[src/design/dcx_defines.svh]
// constants for the instruction execution unit
// assumes inclusion by bare name from design files
`ifndef DCX_DEFINES_SVH
`define DCX_DEFINES_SVH
`define DCX_CYC_POP_D 2'h2
`define DCX_CYC_PUSH_D 2'h2
`define DCX_CYC_RET 2'h3
`define DCX_CYC_RET_FAST 2'h2
`define DCX_ACC_MSB 39
`define DCX_ACC_SAT_BIT 31
`define DCX_STATUS_RESET 16'h0000
`define DCX_LIT5_MASK 16'h001f
`define DCX_SP_RESET 16'h0800
`define DCX_SP_STEP 16'h0002
`define DCX_ZERO_ACC 40'h00_0000_0000
`define DCX_ZERO_REP 16'h0000
`define DCX_ONE_REP 16'h0001
`endif

[src/design/dcx_pkg.sv]
// types shared by the instruction execution unit
// assumes dcx_defines.svh supplies numeric constants
package dcx_pkg;
    typedef enum logic [4:0] {
        dcx_op_nop,
        dcx_op_acc_multiply,
        dcx_op_acc_square,
        dcx_op_acc_multiply_negated,
        dcx_op_acc_multiply_subtract,
        dcx_op_int_multiply,
        dcx_op_int_multiply_lit5,
        dcx_op_pop_double,
        dcx_op_push_double,
        dcx_op_pop_shadow,
        dcx_op_push_shadow,
        dcx_op_repeat_lit,
        dcx_op_repeat_reg,
        dcx_op_return,
        dcx_op_power_save_op,
        dcx_op_reset,
        dcx_op_rotate_left_carry,
        dcx_op_rotate_left_plain,
        dcx_op_rotate_right_carry
    } dcx_op_t;

    typedef enum logic [1:0] {
        dcx_st_idle,
        dcx_st_second,
        dcx_st_third
    } dcx_state_t;

    typedef struct packed {
        logic c;
        logic n;
        logic z;
        logic acc_a_overflow;
        logic acc_b_overflow;
        logic acc_a_saturate;
        logic acc_b_saturate;
    } dcx_flags_t;
endpackage : dcx_pkg

[src/design/dcx_mult.sv]
// 17x17 signed multiplier used for all signedness combinations
// extends each 16-bit operand to 17 bits using its own signedness input
`timescale 1ns/1ps
module dcx_mult (
    // operands
    input wire logic [15:0] a_i,
    input wire logic [15:0] b_i,
    input wire logic a_signed_i,
    input wire logic b_signed_i,
    // product
    output logic [31:0] p_o
);
    logic signed [16:0] a_ext;
    logic signed [16:0] b_ext;
    logic signed [33:0] prod;

    always_comb begin
        a_ext = {a_signed_i & a_i[15], a_i};
        b_ext = {b_signed_i & b_i[15], b_i};
        prod = a_ext * b_ext;
        p_o = prod[31:0];
    end
endmodule : dcx_mult

[src/design/dcx_exec.sv]
// instruction execution unit: multiplies, stack pairs, repeat, returns, power save, reset, rotates
// assumes a decoded op, operand values and register indices come from the fetch stage on ref_clk_i
// Function
// - multiply two registers into chosen accumulator; update overflow flag, saturation flag kept
// - square a register into chosen accumulator; update same accumulator flags
// - load accumulator with negated product; leave all flags unchanged
// - subtract product from accumulator; update flags; write back other accumulator
// - integer multiply, four signedness combinations, 32-bit result to register pair
// - five-bit literal treated unsigned, multiplied, result to register pair
// - double pop moves two stack words into register pair in three cycles
// - double push stores register pair to stack in two cycles, flags kept
// - shadow restore in one cycle may change all flags; save changes none
// - repeat with literal runs next instruction literal plus one times
// - repeat by register runs next instruction register plus one times
// - returns take three cycles, two in fast case, flags kept
// - power save literal picks sleep or idle; affects watchdog and sleep flags
// - software reset in one cycle requests full device reset, flags kept
// - rotate left through carry updates carry, negative, zero
// - rotate right through carry updates carry, negative, zero
`timescale 1ns/1ps
`include "dcx_defines.svh"
module dcx_exec (
    // clock and reset
    input wire logic ref_clk_i,
    input wire logic arst_n_i,
    // decoded instruction
    input wire logic op_valid_i,
    input wire dcx_pkg::dcx_op_t op_i,
    input wire logic acc_sel_i,
    input wire logic [3:0] dst_idx_i,
    input wire logic [15:0] src_a_i,
    input wire logic [15:0] src_b_i,
    input wire logic a_signed_i,
    input wire logic b_signed_i,
    input wire logic [13:0] lit14_i,
    input wire logic [4:0] lit5_i,
    input wire logic lit1_i,
    input wire logic ret_fast_i,
    input wire logic [15:0] stack_rd_i,
    // results
    output logic wr_en_o,
    output logic [3:0] wr_idx_o,
    output logic [15:0] wr_data_o,
    output logic stack_wr_o,
    output logic [15:0] stack_wr_data_o,
    output logic [15:0] stack_ptr_o,
    output logic [39:0] acc_a_o,
    output logic [39:0] acc_b_o,
    output logic c_o,
    output logic n_o,
    output logic z_o,
    output logic acc_a_overflow_o,
    output logic acc_b_overflow_o,
    output logic acc_ab_overflow_o,
    output logic acc_a_saturate_o,
    output logic acc_b_saturate_o,
    output logic acc_ab_saturate_o,
    output logic watchdog_timeout_flag_o,
    output logic sleep_flag_o,
    output logic idle_flag_o,
    output logic soft_reset_o,
    // sequencing
    output logic busy_o,
    output logic reissue_o,
    output logic [15:0] repeat_count_o
);
    typedef struct packed {
        dcx_pkg::dcx_state_t st;
        logic [1:0] cyc;
        logic [3:0] pair_idx;
        logic [15:0] hi_word;
        logic wr_en;
        logic [3:0] wr_idx;
        logic [15:0] wr_data;
        logic stack_wr;
        logic [15:0] stack_wr_data;
        logic [15:0] sp;
        logic [39:0] acc_a;
        logic [39:0] acc_b;
        dcx_pkg::dcx_flags_t fl;
        dcx_pkg::dcx_flags_t shadow;
        logic ab_ovf;
        logic ab_sat;
        logic watchdog_timeout_flag;
        logic sleep;
        logic idle;
        logic soft_reset;
        logic busy;
        logic reissue;
        logic [15:0] rep;
    } dcx_exec_state_t;

    dcx_exec_state_t r;
    dcx_exec_state_t next_r;
    logic [31:0] prod;
    logic [15:0] mul_b;
    logic [39:0] prod_ext;
    logic [39:0] acc_new;
    logic [15:0] rot;
    logic ovf;
    logic sat;
    logic mul_b_signed;

    // one multiplier serves accumulator and integer forms; the literal path forces b unsigned
    dcx_mult u_mult (
        .a_i(src_a_i),
        .b_i(mul_b),
        .a_signed_i(a_signed_i),
        .b_signed_i(mul_b_signed),
        .p_o(prod)
    );

    always_comb begin
        mul_b = src_b_i;
        mul_b_signed = b_signed_i;
        if (op_i == dcx_pkg::dcx_op_acc_square) begin
            mul_b = src_a_i;
            mul_b_signed = a_signed_i;
        end else if (op_i == dcx_pkg::dcx_op_int_multiply_lit5) begin
            mul_b = {11'h000, lit5_i} & `DCX_LIT5_MASK;
            mul_b_signed = 1'b0;
        end
    end

    always_comb begin
        next_r = r;
        next_r.wr_en = 1'b0;
        next_r.stack_wr = 1'b0;
        next_r.soft_reset = 1'b0;
        prod_ext = {{8{prod[31]}}, prod};
        acc_new = `DCX_ZERO_ACC;
        rot = 16'h0000;
        ovf = 1'b0;
        sat = 1'b0;
        unique case (r.st)
            dcx_pkg::dcx_st_idle: begin
                if (op_valid_i) begin
                    // each valid op taken while a repeat is pending decrements the count; reissue is set while more than one remains
                    if (r.rep != `DCX_ZERO_REP) begin
                        next_r.rep = r.rep - `DCX_ONE_REP;
                    end
                    next_r.reissue = (r.rep > `DCX_ONE_REP);
                    unique case (op_i)
                        dcx_pkg::dcx_op_acc_multiply, dcx_pkg::dcx_op_acc_square,
                        dcx_pkg::dcx_op_acc_multiply_negated,
                        dcx_pkg::dcx_op_acc_multiply_subtract: begin
                            if (op_i == dcx_pkg::dcx_op_acc_multiply_negated) begin
                                acc_new = `DCX_ZERO_ACC - prod_ext;
                            end else if (op_i == dcx_pkg::dcx_op_acc_multiply_subtract) begin
                                acc_new = (acc_sel_i ? r.acc_b : r.acc_a) - prod_ext;
                                // accumulator write-back stores the other accumulator high word, bits 31:16, without rounding
                                next_r.wr_en = 1'b1;
                                next_r.wr_idx = dst_idx_i;
                                next_r.wr_data = acc_sel_i ? r.acc_a[31:16] : r.acc_b[31:16];
                            end else begin
                                acc_new = prod_ext;
                            end
                            // overflow: guard bits disagree with bit 31; saturate: beyond 40 bits
                            ovf = ~((&acc_new[`DCX_ACC_MSB:`DCX_ACC_SAT_BIT]) |
                                    ~(|acc_new[`DCX_ACC_MSB:`DCX_ACC_SAT_BIT]));
                            sat = (op_i == dcx_pkg::dcx_op_acc_multiply_subtract) &&
                                  ((acc_sel_i ? r.acc_b[`DCX_ACC_MSB] : r.acc_a[`DCX_ACC_MSB]) !=
                                   prod_ext[`DCX_ACC_MSB]) &&
                                  (acc_new[`DCX_ACC_MSB] == prod_ext[`DCX_ACC_MSB]);
                            if (acc_sel_i) begin
                                next_r.acc_b = acc_new;
                            end else begin
                                next_r.acc_a = acc_new;
                            end
                            if (op_i != dcx_pkg::dcx_op_acc_multiply_negated) begin
                                if (acc_sel_i) begin
                                    next_r.fl.acc_b_overflow = ovf;
                                    next_r.fl.acc_b_saturate = r.fl.acc_b_saturate | sat;
                                end else begin
                                    next_r.fl.acc_a_overflow = ovf;
                                    next_r.fl.acc_a_saturate = r.fl.acc_a_saturate | sat;
                                end
                            end
                        end
                        dcx_pkg::dcx_op_int_multiply, dcx_pkg::dcx_op_int_multiply_lit5: begin
                            // low word now, high word to the next register on the following edge
                            next_r.wr_en = 1'b1;
                            next_r.wr_idx = dst_idx_i;
                            next_r.wr_data = prod[15:0];
                            next_r.hi_word = prod[31:16];
                            next_r.pair_idx = dst_idx_i + 4'h1;
                            // busy covers the high-word cycle so no op is lost while it lands
                            next_r.busy = 1'b1;
                            next_r.st = dcx_pkg::dcx_st_third;
                        end
                        dcx_pkg::dcx_op_pop_double: begin
                            next_r.sp = r.sp - `DCX_SP_STEP;
                            next_r.pair_idx = dst_idx_i + 4'h1;
                            next_r.wr_idx = dst_idx_i;
                            next_r.cyc = `DCX_CYC_POP_D - 2'h1;
                            next_r.busy = 1'b1;
                            next_r.st = dcx_pkg::dcx_st_second;
                        end
                        dcx_pkg::dcx_op_push_double: begin
                            next_r.stack_wr = 1'b1;
                            next_r.stack_wr_data = src_a_i;
                            next_r.sp = r.sp + `DCX_SP_STEP;
                            next_r.hi_word = src_b_i;
                            next_r.cyc = `DCX_CYC_PUSH_D - 2'h1;
                            next_r.busy = 1'b1;
                            next_r.st = dcx_pkg::dcx_st_second;
                        end
                        dcx_pkg::dcx_op_pop_shadow: begin
                            next_r.fl = r.shadow;
                        end
                        dcx_pkg::dcx_op_push_shadow: begin
                            next_r.shadow = r.fl;
                        end
                        dcx_pkg::dcx_op_repeat_lit: begin
                            next_r.rep = {2'h0, lit14_i} + `DCX_ONE_REP;
                            next_r.reissue = 1'b0;
                        end
                        dcx_pkg::dcx_op_repeat_reg: begin
                            next_r.rep = src_a_i + `DCX_ONE_REP;
                            next_r.reissue = 1'b0;
                        end
                        dcx_pkg::dcx_op_return: begin
                            next_r.cyc = (ret_fast_i ? `DCX_CYC_RET_FAST : `DCX_CYC_RET) - 2'h1;
                            next_r.busy = 1'b1;
                            next_r.st = dcx_pkg::dcx_st_second;
                        end
                        dcx_pkg::dcx_op_power_save_op: begin
                            next_r.watchdog_timeout_flag = 1'b0;
                            next_r.sleep = ~lit1_i;
                            next_r.idle = lit1_i;
                        end
                        dcx_pkg::dcx_op_reset: begin
                            next_r.soft_reset = 1'b1;
                        end
                        dcx_pkg::dcx_op_rotate_left_carry: begin
                            rot = {src_a_i[14:0], r.fl.c};
                            next_r.fl.c = src_a_i[15];
                        end
                        dcx_pkg::dcx_op_rotate_left_plain: begin
                            rot = {src_a_i[14:0], src_a_i[15]};
                        end
                        dcx_pkg::dcx_op_rotate_right_carry: begin
                            rot = {r.fl.c, src_a_i[15:1]};
                            next_r.fl.c = src_a_i[0];
                        end
                        dcx_pkg::dcx_op_nop: begin
                        end
                        default: begin
                        end
                    endcase
                    if (op_i == dcx_pkg::dcx_op_rotate_left_carry || op_i == dcx_pkg::dcx_op_rotate_left_plain ||
                        op_i == dcx_pkg::dcx_op_rotate_right_carry) begin
                        next_r.fl.n = rot[15];
                        next_r.fl.z = (rot == 16'h0000);
                        next_r.wr_en = 1'b1;
                        next_r.wr_idx = dst_idx_i;
                        next_r.wr_data = rot;
                    end
                end
            end
            dcx_pkg::dcx_st_second: begin
                if (r.cyc == 2'h1) begin
                    next_r.busy = 1'b0;
                    next_r.st = dcx_pkg::dcx_st_idle;
                    if (op_i == dcx_pkg::dcx_op_pop_double) begin
                        next_r.wr_en = 1'b1;
                        next_r.wr_data = stack_rd_i;
                        next_r.sp = r.sp - `DCX_SP_STEP;
                        next_r.st = dcx_pkg::dcx_st_third;
                        next_r.busy = 1'b1;
                    end else if (op_i == dcx_pkg::dcx_op_push_double) begin
                        next_r.stack_wr = 1'b1;
                        next_r.stack_wr_data = r.hi_word;
                        next_r.sp = r.sp + `DCX_SP_STEP;
                    end
                end else begin
                    next_r.cyc = r.cyc - 2'h1;
                end
            end
            dcx_pkg::dcx_st_third: begin
                // second register of a pair
                next_r.wr_en = 1'b1;
                next_r.wr_idx = r.pair_idx;
                next_r.busy = 1'b0;
                next_r.wr_data = (op_i == dcx_pkg::dcx_op_pop_double) ? stack_rd_i : r.hi_word;
                next_r.st = dcx_pkg::dcx_st_idle;
            end
            default: begin
                next_r.st = dcx_pkg::dcx_st_idle;
            end
        endcase
        // combined flags are registered so the outputs come straight from flops
        next_r.ab_ovf = next_r.fl.acc_a_overflow | next_r.fl.acc_b_overflow;
        next_r.ab_sat = next_r.fl.acc_a_saturate | next_r.fl.acc_b_saturate;
    end

    always_ff @(posedge ref_clk_i or negedge arst_n_i) begin
        if (!arst_n_i) begin
            r <= '0;
            r.sp <= `DCX_SP_RESET;
            r.st <= dcx_pkg::dcx_st_idle;
        end else begin
            r <= next_r;
        end
    end

    always_comb begin
        wr_en_o = r.wr_en;
        wr_idx_o = r.wr_idx;
        wr_data_o = r.wr_data;
        stack_wr_o = r.stack_wr;
        stack_wr_data_o = r.stack_wr_data;
        stack_ptr_o = r.sp;
        acc_a_o = r.acc_a;
        acc_b_o = r.acc_b;
        c_o = r.fl.c;
        n_o = r.fl.n;
        z_o = r.fl.z;
        acc_a_overflow_o = r.fl.acc_a_overflow;
        acc_b_overflow_o = r.fl.acc_b_overflow;
        acc_ab_overflow_o = r.ab_ovf;
        acc_a_saturate_o = r.fl.acc_a_saturate;
        acc_b_saturate_o = r.fl.acc_b_saturate;
        acc_ab_saturate_o = r.ab_sat;
        watchdog_timeout_flag_o = r.watchdog_timeout_flag;
        sleep_flag_o = r.sleep;
        idle_flag_o = r.idle;
        soft_reset_o = r.soft_reset;
        busy_o = r.busy;
        reissue_o = r.reissue;
        repeat_count_o = r.rep;
    end
endmodule : dcx_exec

[config.mk]
export PLATFORM = sky130hd
export DESIGN_NAME = dcx_exec
export DESIGN_NICKNAME = d
export VERILOG_FILES = /design/src/design/dcx_pkg.sv /design/src/design/dcx_mult.sv /design/src/design/dcx_exec.sv
export VERILOG_INCLUDE_DIRS = /design/src /design/src/design
export SDC_FILE = /design/constraint.sdc
export NUM_CORES = 1
export LEC_CHECK = 0
export BUFFER_PORTS_ARGS = -buffer_cell sky130_fd_sc_hd__buf_2
export CAP_MARGIN = 20
export CORE_MARGIN = 2
export CORE_UTILIZATION = 40
export CTS_CLUSTER_DIAMETER = 150
export CTS_CLUSTER_SIZE = 12
export DETAILED_ROUTE_END_ITERATION = 16
export SKIP_LAST_GASP = 1
export SLEW_MARGIN = 20
export SYNTH_ARGS = -nofsm -noshare
export SYNTH_HDL_FRONTEND = slang
export SYNTH_HIERARCHICAL = 1
export SYNTH_SLANG_ARGS = --single-unit
[constraint.sdc]
create_clock -name ref_clk_i -period 3.3 [get_ports ref_clk_i]
set_input_delay 0.66 -clock ref_clk_i [delete_from_list [all_inputs] [get_ports ref_clk_i]]
set_output_delay 0.66 -clock ref_clk_i [all_outputs]
set_load 0.01 [all_outputs]
# Word level (Yosys, flattened, before mapping)
# Index checks and enable logic that the tools add are counted.
# W data, S select, Z words.
dict set report op_classes {
  add_sub_neg 10
  mul 1
  order_cmp 1
  n_eq_ne 40
  mux 68
  n_bitwise 11
  n_reduce_logical 39
}
# cell n
set ops {}
lappend ops {{$mux W40} 8}
lappend ops {{$mux W172} 1}
lappend ops {{$mux W16} 9}
lappend ops {{$pmux W16 S2} 3}
lappend ops {{$pmux W16 S3} 2}
lappend ops {{$mux W80} 1}
lappend ops {{$pmux W33 S2} 1}
lappend ops {{$mux W21} 3}
lappend ops {{$mux W49} 1}
lappend ops {{$eq A5 B4 Y1 const B} 8}
lappend ops {{$sub A40 B40 Y40} 1}
lappend ops {{$mux W17} 2}
lappend ops {{$pmux W17 S2} 1}
lappend ops {{$mux W33} 1}
lappend ops {{$sub A1 B32 Y33 const A} 1}
lappend ops {{$mul A17 B17 Y32} 1}
lappend ops {{$pmux W4 S2} 3}
lappend ops {{$reduce_and A3 Y1} 8}
lappend ops {{$eq A5 B3 Y1 const B} 4}
lappend ops {{$mux W19} 1}
lappend ops {{$add A16 B1 Y16 const B} 1}
lappend ops {{$add A16 B2 Y16 const B} 1}
lappend ops {{$gt A16 B1 Y1 const B} 1}
lappend ops {{$logic_not A16 Y1} 1}
lappend ops {{47 further kinds} 106}
dict set report totals {
  regBits 195
  out_inout_bits 165
  wordCells 204
}

# Logic depth before layout (Yosys ltp)
dict set report logic_depth {
  word_depth 21
  ltp_mapped 46
  depth_no_buf 41
}

# Hierarchy
# Netlist, hierarchy kept.
# mod n_inst cells_each area_each_um2
set modules_own_cells {}
lappend modules_own_cells {dcx_exec 1 1917 15482.3}
lappend modules_own_cells {dcx_mult 1 1177 10610.2}

# Least setup slack after synthesis
# Ideal clock, no wire load.
dict set report synth_timing {
  kind {input to register}
  start {input op_i[0]}
  end {register r (netlist bit acc_ab_overflow_o)}
  t_arrival_ps 10296
  required_time_ps 3172
  setup_slack_ps -7123
  path_stages 38
  cell_sequence {buf_2 > nand2b_1 > or2_2 > clkbuf_1 > nor3_1 > clkbuf_1 > o21ai_0 > clkbuf_1 > nand2_1 > inv_1 > fa_1 > inv_1 > fa_1 > inv_1 > fa_1 > fa_1 > fa_1 > fa_1 > [... 2 more ...] > nor2b_1 > nand4b_4 > a311o_1 > a21oi_1 > xor2_1 > inv_1 > ha_1 > clkbuf_8 > nand4_1 > nand3b_1 > nor4_1 > or4b_1 > xor2_1 > and3_1 > a21oi_1 > or3_1 > mux2i_1 > o21ai_1}
}
# item line_no
set synth_lines {}
lappend synth_lines {{start: declaration} dcx_exec.sv:28} ;# input wire dcx_pkg::dcx_op_t op_i,
lappend synth_lines {{end signal: assignment} dcx_exec.sv:303} ;# r <= next_r;
lappend synth_lines {{end: declaration} dcx_exec.sv:93} ;# dcx_exec_state_t r;

==> reports/results.ini <==
[logic_synthesis]
synth_commonest_cells=397 x nand2_1, 377 x inv_1, 283 x fa_1
async_reset_ff_share_pct=100
yosysTopAreaCell=fa_1
synth.top_cell.area_share_pct=21.7
synthMuxAreaShare_pct=3.61
yosys_warnings=6
synth-edff-count=0
synthTopCellsByArea=fa_1 22%, dfrtp_1 19%, ha_1 6.5%, nand2_1 5.7%, inv_1 5.4%
synth_seq_cells=194
yosys.area_share.simple_pct=17.1
ys_seq_area_share_pct=18.6
synthDistinctLibCells=95
synthXorXnorAreaFrac_pct=3.96
netlist_area_mm2=0.0261
synth_compound_area_share_pct=16.3
synth.most_common_cell=nand2_1
synthAdderAreaFrac_pct=28.2
synth_top_family_by_area=adder cells
synthFlopType=dfrtp_1
syn_inst=3094
avgSynthCellArea_um2=8.43

[critical_path]
r2r_slack_ps=-480
critPathMaxFanout=6
timing.rr.start=acc_b_o[0]
critical_path_class=primary input to flip-flop
cp.arrival_ps=9850
crit_path_frequent_cell=fa_1
timing.rr.end=acc_a_overflow_o
end_kind=flip-flop
worstRegToRegCells=18
worstPathRequired_ps=3650
crit_path_start_kind=primary input
max_stage_delay_ps=540
critical_path.slowest_cell=fa_1

[timing]
drv_slew=0
worst_pin_slew_ps=761
fmax_mhz=105
worst_slack_ps=-6200
setup-violations-final=115
fin_crit_sh_pct=288
rsz0062_at_grt=true
holdWs_ps=176
period_needed_ps=9500
slew_headroom_pct=49.0
finClkSkew_ps=15.1
hold_violations=0

[drt]
via_per_inst=5.35
drtIter0Drc=1699
drc=0
postRouteWirelength_um=90900
ant_nets=0
route.vias.total=24300
wire_per_inst_um=20.0
drt_pass1_iterations=7

[floorplanning]
design.core.area_mm2=0.0645
rows=93
die_y_um=259
start_util_pct=40.5
die_w_um=259
die_area_mm2=0.0673
io_pins=249

[layout]
final_nets=4172
drive_gt1_share_pct=37.1
synthToLayoutAreaGrowth_pct=32.8
nFillCells=5934

[min_path]
holdCritPathClass=primary input to async pin

[global_route]
grt_util_all_layers_pct=27.2
grt_overflow=0
groute.layer.met2.usage_pct=44.1
grt_pass1_wl_um=142000
grt_max_degree=77
grt_use_met1_pct=37.6
grt_antenna_before_repair=2
grt_pass1_vias=24500
met3_usage_pct=4.09
busiest_layer=met2

[run]
maxCapViolations=0

[run_status]
violations=setup timing
status=complete, but fails checks

[cts]
numCtsBuffers=17
clk_path_buf_depth=2
clock-sinks=194
root_buffer=clkbuf_16
cts_tree=done
clkLatencyLatePin_ps=490
cts_hold_buffers=0
clk_pin_slew_ps=80
cts_htree_levels=4

[place]
gp_congestion=0.965
numPortBuffers=246
dp_hpwl_um=73600

## worst max-delay path by stage
stage | startpoint | to | slack (ps) | depth (start not counted)
final | op_i[0] | acc_a_overflow_o | -6200 | 42
after floorplan | op_i[0] | acc_a_overflow_o | -6300 | 44
after detailed placement | op_i[0] | acc_a_overflow_o | -6910 | 43
after CTS | op_i[0] | acc_a_overflow_o | -6140 | 43
after global routing | op_i[0] | acc_a_overflow_o | -6480 | 45
after global placement | op_i[0] | acc_b_overflow_o | -6780 | 43
## final cells by class
type | instances | area [µm²] | area share (%)
well taps | 855 | 1070 | 3.09
multi-input cells | 2224 | 20500 | 59.0
diodes | 4 | 10.0 | 0.0289
inverters | 377 | 1430 | 4.11
flip-flops and latches | 194 | 4860 | 14.0
clock inverters | 11 | 96.3 | 0.278
clock buffers | 21 | 460 | 1.33
repair buffers | 856 | 6280 | 18.1
## sequential cells by signal (all words and copies together) (netlist names), 4 cells and up
signal / flops
acc_b_o: 40
wr_data_o: 16
stack_wr_data_o: 16
acc_a_o: 40
stack_ptr_o: 15
r: 31
repeat_count_o: 16
wr_idx_o: 4
## stage by stage
stage | setup TNS, ps | std cells | utilization [%] | cell area, µm² | worst slack (ps)
floorplan | -473950 | 3095 | - | 27000 | -6300
global placement | -563960 | 4445 | 49.3 | 31800 | -6780
detailed placement | -568890 | 4445 | 49.3 | 31800 | -6910
CTS | -496480 | 4522 | 52.7 | 34000 | -6140
global route | -526290 | 4539 | 53.8 | 34700 | -6480
finish | -500920 | 4542 | 53.8 | 34700 | -6200
## layer usage
layer	vias to the layer above	wire, µm
met4	2	2710
met5	-	13
met3	123	6040
met2	839	42300
met1	12000	39900
li1	11300	-
## layout by cell type, fill, tap and decap left out, types with 28 or more instances in the layout
cell	count
buf_2	244
o21ai_0	102
o21ai_1	74
buf_4	535
dfrtp_1	193
buf_6	56
ha_4	40
or3_1	32
a21oi_2	45
mux2_2	71
o21ai_2	32
ha_1	92
and3_1	28
a22oi_1	34
xor2_1	30
inv_2	31
nor2_1	131
inv_1	342
a21oi_1	121
and2_1	127
fa_1	275
nand2_1	372
nand3_1	38
nor3_1	31
xnor2_1	55
## what timing repair did
action	4_1_cts	5_1_grt
endpoints found under the setup margin	115	116
setup buffers	54	31
pin swaps	148	122
cloned	1	0
gates resized for setup	299	136
## critical path: cells and delay by family
family	cells	cell delay (ps)
buffers and inverters	12	1330
XOR/XNOR	1	290
adder cells (fa/ha/maj)	8	3560
AND/OR/NAND/NOR	9	1790
AO/OA/AOI/OAI	11	2060
multiplexers	1	150
## kinds of logic (layout without fill, tap and decap cells)
kind of cell,Yosys count,in the layout
compound gates,668,669
xor+xnor,118,118
fa+ha+maj,418,418
buf+inv,678,1265
flops,194,194
mux,85,85
other cells,1,6
simple gates,932,932
Power is left out: the tool's default activity adds up to more than one toggle a clock period on the data nets, which glitch-free logic cannot reach.
